==> src/verilog/tsf_regs.svh <==
// register offsets, field positions, reset values and sizes of the filter bank
`ifndef TSF_REGS_SVH
`define TSF_REGS_SVH
`define TSF_OFF_CTRL   8'h00
`define TSF_OFF_STAT   8'h04
`define TSF_OFF_MASK   8'h08
`define TSF_OFF_PEN    8'h0C
`define TSF_OFF_THR    8'h10
`define TSF_OFF_PACT   8'h14
`define TSF_RES_BASE   2'h1
`define TSF_PRX_BASE   4'h8
`define TSF_CTRL_RAW   0
`define TSF_CTRL_POS   8
`define TSF_ST_SCAN    0
`define TSF_ST_PROX    1
`define TSF_RST_CTRL   16'h1414
`define TSF_RST_THR    16'h0100
`define TSF_NRAW       8
`define TSF_NPOS       4
`define TSF_NPRX       4
`define TSF_NSTR       12
`define TSF_RESP_OK    2'h0
`define TSF_RESP_ERR   2'h2
`endif

==> src/verilog/tsf_pkg.sv <==
// shared types of the touch sample filter bank
package tsf_pkg;
    typedef enum logic [1:0] {TSF_RAW, TSF_POS, TSF_PROX} tsf_kind_e;
    typedef logic [15:0] tsf_word_t;
    // per stream-type filter selection, med in bit 0
    typedef struct packed {
        logic [1:0] wsel;
        logic       jit;
        logic       iir;
        logic       avg;
        logic       med;
    } tsf_cfg_s;
    // one scan result from the sensing front end
    typedef struct packed {
        tsf_kind_e  kind;
        logic [3:0] idx;
        tsf_word_t  data;
    } tsf_sample_s;
endpackage

==> src/verilog/tsf_median3.sv <==
// middle value of three samples
`timescale 1ns/1ps
module tsf_median3
(
    // samples
    input  wire logic [15:0] a,
    input  wire logic [15:0] b,
    input  wire logic [15:0] c,
    // result
    output logic      [15:0] mid
);
    wire        ab = a > b;
    wire [15:0] lo = ab ? b : a;
    wire [15:0] hi = ab ? a : b;
    wire [15:0] m2 = (hi < c) ? hi : c;

    // max(min(a,b), min(max(a,b),c)) is the median, ties included
    assign mid = (lo > m2) ? lo : m2;
endmodule

==> src/verilog/tsf_iir1.sv <==
// first-order recursive step, new-sample weight 1/2 to 1/16
`timescale 1ns/1ps
module tsf_iir1
(
    // operands
    input  wire logic [15:0] prev,
    input  wire logic [15:0] x,
    input  wire logic [1:0]  wsel,
    // result
    output logic      [15:0] y
);
    logic signed [16:0] d;
    logic signed [16:0] q;

    // prev + w*(x-prev) equals (1-w)*prev + w*x; shift floors toward minus
    assign d = $signed({1'b0, x}) - $signed({1'b0, prev});
    assign q = d >>> ({1'b0, wsel} + 3'h1);
    assign y = prev + q[15:0];
endmodule

==> src/verilog/tsf_filter_bank.sv <==
// touch sample filter bank with AXI4-Lite registers and interrupt
//
// Functional notes
// (RQ1) interrupt event after every finished scan
// (RQ2) filters selectable separately for raw, position
// (RQ3) median of three newest samples
// (RQ4) mean of three newest samples
// (RQ5) recursive filter mixes sample and previous output
// (RQ6) new-sample weight 1/2, 1/4, 1/8, 1/16
// (RQ7) reset: recursive 1/4 on, others off
// (RQ8) jitter output steps one toward trend
// (RQ9) jitter only for small noise, slow response
// (RQ10) separate history for every stream
// (RQ11) proximity widgets off until enabled, 16-bit
// (RQ12) proximity gives active state and count
// (RQ13) first sample seeds filter history
// (RQ14) jitter holds when sample repeats
`timescale 1ns/1ps
`include "tsf_regs.svh"
module tsf_filter_bank
    import tsf_pkg::*;
(
    // clock and reset
    input  wire logic        SYS_CLK,
    input  wire logic        RESET_N,
    // front end results
    input  wire logic        IN_VALID,
    input  wire tsf_sample_s IN_SAMPLE,
    input  wire logic        SCAN_DONE,
    // filtered results
    output logic             OUT_VALID,
    output tsf_sample_s      OUT_SAMPLE,
    output logic [3:0]       PROX_SCAN_EN,
    output logic             IRQ,
    // AXI4-Lite slave
    input  wire logic [7:0]  S_AXI_AWADDR,
    input  wire logic        S_AXI_AWVALID,
    output logic             S_AXI_AWREADY,
    input  wire logic [31:0] S_AXI_WDATA,
    input  wire logic [3:0]  S_AXI_WSTRB,
    input  wire logic        S_AXI_WVALID,
    output logic             S_AXI_WREADY,
    output logic [1:0]       S_AXI_BRESP,
    output logic             S_AXI_BVALID,
    input  wire logic        S_AXI_BREADY,
    input  wire logic [7:0]  S_AXI_ARADDR,
    input  wire logic        S_AXI_ARVALID,
    output logic             S_AXI_ARREADY,
    output logic [31:0]      S_AXI_RDATA,
    output logic [1:0]       S_AXI_RRESP,
    output logic             S_AXI_RVALID,
    input  wire logic        S_AXI_RREADY
);
    localparam int NS = `TSF_NSTR;
    localparam int NP = `TSF_NPRX;

    // byte-lane merge of a bus write into an old word
    function automatic logic [31:0] strb_merge(logic [31:0] old, logic [31:0] nw,
                                               logic [3:0] strb);
        logic [31:0] r;
        r = old;
        for (int i = 0; i < 4; i++)
        begin
            if (strb[i])
                r[i*8 +: 8] = nw[i*8 +: 8];
        end
        return r;
    endfunction

    // ********************************
    // registers and state
    // ********************************
    logic [15:0] ctrl;
    logic [1:0]  stat;
    logic [1:0]  mask;
    logic [3:0]  prox_en;
    logic [15:0] prox_thr;
    logic [3:0]  prox_act;
    tsf_word_t   prox_cnt [NP];
    tsf_word_t   med_h1   [NS];
    tsf_word_t   med_h2   [NS];
    tsf_word_t   avg_h1   [NS];
    tsf_word_t   avg_h2   [NS];
    tsf_word_t   iir_y    [NS];
    tsf_word_t   jit_last [NS];
    tsf_word_t   jit_y    [NS];
    tsf_word_t   res      [NS];
    logic [3:0]  init     [NS];
    logic [7:0]  aw_q;
    logic [31:0] w_q;
    logic [3:0]  strb_q;
    logic        aw_full;
    logic        w_full;
    logic        cfg_touched;
    logic        wr_ctrl;

    // ********************************
    // sample decode and filter chain
    // ********************************
    wire         is_pos  = IN_SAMPLE.kind == TSF_POS;
    wire         is_raw  = IN_SAMPLE.kind == TSF_RAW;
    wire         is_prox = IN_SAMPLE.kind == TSF_PROX;
    wire         in_rng  = is_raw ? (IN_SAMPLE.idx < 4'h8) : (IN_SAMPLE.idx < 4'h4);
    wire         take    = IN_VALID && (is_raw || is_pos) && in_rng;
    wire [3:0]   s       = is_pos ? IN_SAMPLE.idx + 4'h8 : IN_SAMPLE.idx;
    // raw and position streams each have their own selection
    wire tsf_cfg_s cfg   = is_pos ? tsf_cfg_s'(ctrl[`TSF_CTRL_POS +: 6])
                                  : tsf_cfg_s'(ctrl[`TSF_CTRL_RAW +: 6]); // RQ2
    wire [3:0]   ini     = init[s];
    wire         med_act = cfg.med && ini[0];
    wire         avg_act = cfg.avg && ini[1];
    wire         iir_act = cfg.iir && ini[2];
    wire         jit_act = cfg.jit && ini[3];
    wire [15:0]  x0      = IN_SAMPLE.data;
    wire [15:0]  med_o;
    wire [15:0]  iir_o;
    wire [15:0]  x1;
    wire [15:0]  x2;
    wire [15:0]  x3;
    wire [15:0]  x4;
    wire [17:0]  avg_sum = {2'h0, x1} + {2'h0, avg_h1[s]} + {2'h0, avg_h2[s]};
    wire [17:0]  avg_q   = avg_sum / 18'h00003;
    wire [15:0]  jit_prev = jit_y[s];
    wire [15:0]  jit_ref  = jit_last[s];
    wire [15:0]  jit_o;

    tsf_median3 u_med
    (
        .a   (x0),
        .b   (med_h1[s]),
        .c   (med_h2[s]),
        .mid (med_o)
    );

    tsf_iir1 u_iir
    (
        .prev (iir_y[s]),
        .x    (x2),
        .wsel (cfg.wsel),
        .y    (iir_o)
    );

    // stages chained; a stage not yet seeded passes its input through
    assign x1 = med_act ? med_o : x0; // RQ3 RQ13
    assign x2 = avg_act ? avg_q[15:0] : x1; // RQ4
    assign x3 = iir_act ? iir_o : x2; // RQ5 RQ6
    // saturate so the one-count step never wraps
    assign jit_o = (x3 > jit_ref && jit_prev != 16'hFFFF) ? jit_prev + 16'h0001 :
                   (x3 < jit_ref && jit_prev != 16'h0000) ? jit_prev - 16'h0001 :
                   jit_prev; // RQ8 RQ14
    assign x4 = jit_act ? jit_o : x3;

    // ********************************
    // per-stream history
    // ********************************
    // histories are seeded with the sample whenever the flag is clear;
    // any control write clears every flag so a re-enabled filter never sees stale data
    always_ff @(posedge SYS_CLK or negedge RESET_N)
    begin
        if (!RESET_N)
        begin
            for (int i = 0; i < NS; i++)
            begin
                med_h1[i]   <= 16'h0000;
                med_h2[i]   <= 16'h0000;
                avg_h1[i]   <= 16'h0000;
                avg_h2[i]   <= 16'h0000;
                iir_y[i]    <= 16'h0000;
                jit_last[i] <= 16'h0000;
                jit_y[i]    <= 16'h0000;
                res[i]      <= 16'h0000;
                init[i]     <= 4'h0;
            end
        end
        else
        begin
            if (take)
            begin
                med_h1[s]   <= x0; // RQ10
                med_h2[s]   <= ini[0] ? med_h1[s] : x0; // RQ13
                avg_h1[s]   <= x1;
                avg_h2[s]   <= ini[1] ? avg_h1[s] : x1;
                iir_y[s]    <= x3;
                jit_last[s] <= x3;
                jit_y[s]    <= x4;
                res[s]      <= x4;
                init[s]     <= {cfg.jit, cfg.iir, cfg.avg, cfg.med};
            end
            // the later clear overrides a seed flag set by a same-cycle sample
            if (wr_ctrl)
            begin
                for (int i = 0; i < NS; i++)
                    init[i] <= 4'h0; // RQ13
            end
        end
    end

    // filtered stream out, one cycle after the sample
    always_ff @(posedge SYS_CLK or negedge RESET_N)
    begin
        if (!RESET_N)
        begin
            OUT_VALID  <= 1'b0;
            OUT_SAMPLE <= '0;
        end
        else
        begin
            OUT_VALID  <= take;
            OUT_SAMPLE <= take ? {IN_SAMPLE.kind, IN_SAMPLE.idx, x4} : OUT_SAMPLE;
        end
    end

    // ********************************
    // proximity widgets
    // ********************************
    wire        prox_take = IN_VALID && is_prox && IN_SAMPLE.idx < 4'h4
                            && prox_en[IN_SAMPLE.idx[1:0]]; // RQ11
    wire        prox_on   = x0 >= prox_thr;
    wire        prox_chg  = prox_take && prox_on != prox_act[IN_SAMPLE.idx[1:0]];

    // a widget left disabled is dropped and stays out of the scan list
    always_ff @(posedge SYS_CLK or negedge RESET_N)
    begin
        if (!RESET_N)
        begin
            prox_act <= 4'h0;
            for (int i = 0; i < NP; i++)
                prox_cnt[i] <= 16'h0000;
        end
        else if (prox_take)
        begin
            prox_act[IN_SAMPLE.idx[1:0]] <= prox_on; // RQ12
            prox_cnt[IN_SAMPLE.idx[1:0]] <= x0;
        end
    end

    // ********************************
    // bus write path
    // ********************************
    wire        wr_fire = aw_full && w_full && !S_AXI_BVALID;
    assign      wr_ctrl = wr_fire && aw_q == `TSF_OFF_CTRL;
    wire        wr_stat = wr_fire && aw_q == `TSF_OFF_STAT;
    wire        wr_mask = wr_fire && aw_q == `TSF_OFF_MASK;
    wire        wr_pen  = wr_fire && aw_q == `TSF_OFF_PEN;
    wire        wr_thr  = wr_fire && aw_q == `TSF_OFF_THR;
    wire        wr_ok   = wr_ctrl || wr_stat || wr_mask || wr_pen || wr_thr;
    wire [31:0] wr_old  = wr_ctrl ? {16'h0000, ctrl} :
                          wr_mask ? {30'h0, mask} :
                          wr_pen  ? {28'h0, prox_en} :
                          wr_thr  ? {16'h0000, prox_thr} : 32'h0;
    wire [31:0] wr_new  = strb_merge(wr_old, w_q, strb_q);
    wire [31:0] st_word = strb_merge(32'h0, w_q, strb_q);
    wire [1:0]  st_clr  = wr_stat ? st_word[1:0] : 2'h0;
    wire [1:0]  st_set  = {prox_chg, SCAN_DONE};
    wire [1:0]  next_stat = (stat & ~st_clr) | st_set;

    // address and data are caught independently; reply once both are held
    always_ff @(posedge SYS_CLK or negedge RESET_N)
    begin
        if (!RESET_N)
        begin
            aw_q          <= 8'h00;
            w_q           <= 32'h0;
            strb_q        <= 4'h0;
            aw_full       <= 1'b0;
            w_full        <= 1'b0;
            S_AXI_AWREADY <= 1'b1;
            S_AXI_WREADY  <= 1'b1;
            S_AXI_BVALID  <= 1'b0;
            S_AXI_BRESP   <= `TSF_RESP_OK;
        end
        else
        begin
            if (S_AXI_AWVALID && S_AXI_AWREADY)
            begin
                aw_q          <= {S_AXI_AWADDR[7:2], 2'h0};
                aw_full       <= 1'b1;
                S_AXI_AWREADY <= 1'b0;
            end
            if (S_AXI_WVALID && S_AXI_WREADY)
            begin
                w_q          <= S_AXI_WDATA;
                strb_q       <= S_AXI_WSTRB;
                w_full       <= 1'b1;
                S_AXI_WREADY <= 1'b0;
            end
            if (wr_fire)
            begin
                aw_full      <= 1'b0;
                w_full       <= 1'b0;
                S_AXI_BVALID <= 1'b1;
                S_AXI_BRESP  <= wr_ok ? `TSF_RESP_OK : `TSF_RESP_ERR;
            end
            if (S_AXI_BVALID && S_AXI_BREADY)
            begin
                S_AXI_BVALID  <= 1'b0;
                S_AXI_AWREADY <= 1'b1;
                S_AXI_WREADY  <= 1'b1;
            end
        end
    end

    // software registers; a hardware set beats a same-cycle clear
    always_ff @(posedge SYS_CLK or negedge RESET_N)
    begin
        if (!RESET_N)
        begin
            ctrl         <= `TSF_RST_CTRL; // RQ7
            stat         <= 2'h0;
            mask         <= 2'h0;
            prox_en      <= 4'h0; // RQ11
            prox_thr     <= `TSF_RST_THR;
            PROX_SCAN_EN <= 4'h0;
            IRQ          <= 1'b0;
            cfg_touched  <= 1'b0;
        end
        else
        begin
            ctrl         <= wr_ctrl ? wr_new[15:0] : ctrl;
            stat         <= next_stat; // RQ1
            mask         <= wr_mask ? wr_new[1:0] : mask;
            prox_en      <= wr_pen ? wr_new[3:0] : prox_en;
            prox_thr     <= wr_thr ? wr_new[15:0] : prox_thr;
            PROX_SCAN_EN <= wr_pen ? wr_new[3:0] : prox_en;
            IRQ          <= |(next_stat & mask);
            cfg_touched  <= cfg_touched || wr_ctrl;
        end
    end

    // ********************************
    // bus read path
    // ********************************
    wire [7:0]  ra     = {S_AXI_ARADDR[7:2], 2'h0};
    wire        ra_res = ra[7:6] == `TSF_RES_BASE && ra[5:2] < 4'(NS);
    wire        ra_prx = ra[7:4] == `TSF_PRX_BASE;
    wire        ra_reg = ra == `TSF_OFF_CTRL || ra == `TSF_OFF_STAT || ra == `TSF_OFF_MASK
                         || ra == `TSF_OFF_PEN || ra == `TSF_OFF_THR || ra == `TSF_OFF_PACT;
    wire [31:0] rd_word = ra == `TSF_OFF_CTRL ? {16'h0000, ctrl} :
                          ra == `TSF_OFF_STAT ? {30'h0, stat} :
                          ra == `TSF_OFF_MASK ? {30'h0, mask} :
                          ra == `TSF_OFF_PEN  ? {28'h0, prox_en} :
                          ra == `TSF_OFF_THR  ? {16'h0000, prox_thr} :
                          ra == `TSF_OFF_PACT ? {28'h0, prox_act} :
                          ra_res ? {16'h0000, res[ra[5:2]]} :
                          ra_prx ? {16'h0000, prox_cnt[ra[3:2]]} : 32'h0;

    // one read at a time; data is sampled at the address handshake
    always_ff @(posedge SYS_CLK or negedge RESET_N)
    begin
        if (!RESET_N)
        begin
            S_AXI_ARREADY <= 1'b1;
            S_AXI_RVALID  <= 1'b0;
            S_AXI_RDATA   <= 32'h0;
            S_AXI_RRESP   <= `TSF_RESP_OK;
        end
        else if (S_AXI_ARVALID && S_AXI_ARREADY)
        begin
            S_AXI_ARREADY <= 1'b0;
            S_AXI_RVALID  <= 1'b1;
            S_AXI_RDATA   <= rd_word;
            S_AXI_RRESP   <= (ra_reg || ra_res || ra_prx) ? `TSF_RESP_OK : `TSF_RESP_ERR;
        end
        else if (S_AXI_RVALID && S_AXI_RREADY)
        begin
            S_AXI_ARREADY <= 1'b1;
            S_AXI_RVALID  <= 1'b0;
        end
    end
endmodule

==> config.mk <==
export PLATFORM = sky130hd
export DESIGN_NAME = tsf_filter_bank
export DESIGN_NICKNAME = d
export VERILOG_FILES = /design/src/verilog/tsf_pkg.sv /design/src/verilog/tsf_median3.sv /design/src/verilog/tsf_iir1.sv /design/src/verilog/tsf_filter_bank.sv
export VERILOG_INCLUDE_DIRS = /design/src /design/src/verilog
export SDC_FILE = /design/constraint.sdc
export NUM_CORES = 2
export LEC_CHECK = 0
export BUFFER_PORTS_ARGS = -buffer_cell sky130_fd_sc_hd__buf_2
export CORE_ASPECT_RATIO = 0.8
export CORE_MARGIN = 2
export CORE_UTILIZATION = 55
export DETAILED_ROUTE_END_ITERATION = 7
export PLACE_DENSITY = 0.73
export SLEW_MARGIN = 30
export SYNTH_ARGS = -nofsm -noshare
export SYNTH_HDL_FRONTEND = slang
export SYNTH_SLANG_ARGS = --single-unit
export TNS_END_PERCENT = 1
==> constraint.sdc <==
create_clock -name SYS_CLK -period 57.7 [get_ports SYS_CLK]
set_input_delay 5.77 -clock SYS_CLK [delete_from_list [all_inputs] [get_ports SYS_CLK]]
set_output_delay 5.77 -clock SYS_CLK [all_outputs]
set_load 0.03 [all_outputs]
==> summary.txt <==
Timing
  – Max Clk Rate: 29.6 MHz
  – Final WS setup: about 24 ns
  – Worst clock skew: about 0.033 ns
  – Worst slew margin: 0.291
  – Post-layout min period: 33.76 ns
  – Final Hold Vio Count: 0
  – Setup TNS: 0 ns
  – Final Cycle Share: 0.585
  – Setup-failing EPs final: 0
  – Slew at the pin closest to its max-slew limit: around 1.1 ns
  – Max-slew violation count: 0
  – RSZ-0062 raised after global routing: no

Clocking
  – CTS tree: yes
  – Max clock buf depth: 3
  – Max H-tree Level: 4
  – Cts bufs inserted: about 140
  – CTS Root Cell: clkbuf_16
  – Worst skew pair latency: between 0.7 and 0.8 ns
  – Cts hold-fix bufs: 0
  – Clock sinks: roughly 1,400
  – Clock-pin transition on the worst setup and hold timing paths: 0.06 ns
  – Post CTS Setup Buffer Count: 0
  – Post-cts resize count: 0

Critical path
  – CP dominant cell by count: a21oi_1
  – Worst EP arrival: around 34 ns
  – Crit path depth: about 120
  – Crit-path slowest cell: buf_4
  – Worst Setup End Kind: flop
  – WP data required: 58.33 ns
  – R2R cell count: between 100 and 150
  – FF-to-FF End: jit_y[140]$_DFFE_PN0P_
  – Crit path largest cell delay: 0.78 ns
  – RR Startpoint: med_h1[49]$_DFFE_PN0P_
  – CP Launch Type: input port
  – CP delay by family, top: compound AO/OA/AOI/OAI gates
  – Flop2flop setup slack: around 30 ns
  – Worst setup startpoint: IN_SAMPLE[16]
  – CP Max Fanout: 90
  – CP bufs+invs: 9
  – Worst setup path class: input port to flop
  – Setup crit end: jit_y[140]$_DFFE_PN0P_

Place
  – DP HPWL: 128,000 µm
  – IO Port Bufs: roughly 110
  – Pre-CTS worst setup slack: between 20 and 25 ns
  – Gpl congestion: about 0.9

Floorplanning
  – CORE AREA: about 0.13 mm²
  – I/O pins: roughly 150
  – Die Ht: approximately 330 µm
  – DIE WIDTH: between 400 and 500 µm
  – Die ar.: ~0.13 mm²
  – Placement row count: 118
  – Starting density of the core: 0.554

GRT
  – Vias in the first global route: 55,213
  – Global-route usage over all layers: 0.313
  – Initial antenna violation count: 3
  – First-pass GRT wire length: approximately 330,000 µm
  – Grt ovf: 0
  – Largest net degree at the start of global routing: between 150 and 200

Power and ir drop
  – P per Cell Area: about 39 mW/mm²
  – P_leak: about 37 nW
  – Worst VDD drop: 0.0318 mV
  – Total power: between 3 and 4 mW

Drt
  – Total Wirelength: 209,000 µm
  – Vias/cell: 6.29
  – Antenna Nets Post-Route: 0
  – Iteration-0 DRC count of the detailed router: ~6,300
  – Via count: ~56,000
  – Routed WL per cell: ~23 µm
  – First drt pass iteration count: 6
  – Drt drc: 0

Outcome
  – Status: complete, no violations

Synthesis
  – Synth Register Bits: ~1,400
  – Synth unique cells: 102
  – Top FF cell, synth: dfrtp_1
  – Post-synthesis sequential area ratio: 0.481
  – Cell Area, Synth: between 0.07 and 0.08 mm²
  – Asr flop ratio synth: 1.00
  – Mapped Cells: roughly 7,200
  – EDFF count, synth: 0
  – Mapped Avg Cell Area: between 9 and 10 µm²
  – Synthesis warning total: 0

Final layout
  – Final nets: roughly 7,300
  – Share of cells above drive strength 1: 0.165
  – Synth-to-layout area growth: 9.42%
  – Number of fill cells: 10,463
  – Post-route core utilization: 0.607

Job
  – Total of max-cap violations: 0

Worst hold path
  – Hold Crit Class: flop to flop
## kinds of logic after synthesis
family,Yosys count,share of synthesized area
compound gates,1550,0.125
xor+xnor,67,0.00895
fa+ha+maj,150,0.0275
buf+inv,762,0.0433
flops,1381,0.481
mux,766,0.172
other cells,1,0.0000522
simple gates,2569,0.142
## registers in the layout, indices dropped and copies added (netlist names), 22 cells and up
register and flops:
OUT_SAMPLE 22, avg_h1 192, avg_h2 192, iir_y 192
init 48, jit_y 192, med_h1 192, med_h2 192
prox_cnt 64
## cells in the mapped netlist, drive strengths merged, types with 8 or more instances
library cell,instances,area (µm²)
a22o,8,70.1
a21o,81,608
o22ai,23,150
inv,147,552
a31oi,26,184
nor4,10,62.6
o31ai,10,85.1
fa,14,280
nand2b,25,156
a21oi,289,1480
nand2,2022,7590
and3,14,87.6
ha,133,1660
o211ai,16,130
xnor2,37,380
or2,11,68.8
a211oi,38,308
o21ai,908,4600
mux2,211,2380
buf,143,786
a2111oi,8,71.3
o22a,14,123
a21boi,8,60.1
or3,20,125
o21bai,13,97.6
a222oi,14,140
clkbuf,470,1760
o21a,20,151
nand3,65,325
nor2,272,1030
nand4,25,156
mux2i,201,2020
o2111ai,8,70.1
nor3,58,302
dfrtp,1373,34400
dfstp,8,210
mux4,354,7970
nor2b,20,125
and2,15,93.8
xor2,30,263
## per-stage QoR
stage	area [µm²]	hold slack, ns	std cells
after detailed placement	73900	0.457	8647
after CTS	78400	0.473	8889
after floorplan	71900	0.440	7263
after global routing	78600	0.484	8896
final	78600	0.470	8900
after global placement	73600	0.453	8641
## cell type report
class,instances,area (µm²),area share
multi-input combinational,5120,34800,0.442
sequential,1381,34600,0.440
clock buffer,196,3930,0.0500
tap,1740,2180,0.0277
timing repair buffer,264,2100,0.0267
inverter,149,559,0.00711
clock inverter,46,549,0.00698
antenna,4,10.0,0.000127
## report_power, final
| group | leakage (nW) | total, mW | switching (mW) | internal (mW) |
|---|---|---|---|---|
| clock network | 2.21 | 0.908 | 0.393 | 0.516 |
| registers | 18.5 | 1.20 | 0.0920 | 1.11 |
| logic | 16.1 | 0.951 | 0.578 | 0.373 |
| total | 36.8 | 3.06 | 1.06 | 2.00 |
## cell usage in the layout (no fill, tap or decap), types with 16 or more instances in the layout
cell type	count
a21oi_1	278
buf_4	127
a31oi_1	19
buf_2	106
nor3_1	51
clkbuf_8	30
xor2_1	28
mux2_2	211
ha_1	133
clkbuf_1	30
nand2b_1	25
xnor2_1	29
o21ai_2	16
mux4_2	354
a211oi_1	35
clkinv_2	23
nand2_1	2012
mux2i_1	189
o21a_1	19
dfrtp_1	1373
nand3_1	61
clkbuf_16	136
nor2b_1	19
o22ai_1	22
a21o_1	81
conb_1	18
or3_1	20
nand4_1	25
nor2_1	258
inv_1	147
o21ai_1	46
o21ai_0	846
## worst min path at each step
stage / start / endpoint / cells after the start
6_report: S_AXI_RDATA[4]$_DFFE_PN0P_ / S_AXI_RDATA[4]$_DFFE_PN0P_ / 1
5_1_grt: avg_h2[19]$_DFFE_PN0P_ / avg_h2[19]$_DFFE_PN0P_ / 2
3_5_place_dp: med_h1[140]$_DFFE_PN0P_ / med_h1[140]$_DFFE_PN0P_ / 2
2_1_floorplan: iir_y[77]$_DFFE_PN0P_ / iir_y[77]$_DFFE_PN0P_ / 2
4_1_cts: med_h1[140]$_DFFE_PN0P_ / med_h1[140]$_DFFE_PN0P_ / 2
3_3_place_gp: med_h1[167]$_DFFE_PN0P_ / med_h1[167]$_DFFE_PN0P_ / 2
## routing by layer
metal  up-vias  track usage  wire length [µm]
met5         -            0                24
met1     27955        0.445             85400
met2      2804        0.473             93100
met3       539       0.0748             22300
met4         4        0.115              7820
li1      24658            -                 -
Note: power is estimated with default switching activity, not from simulation.
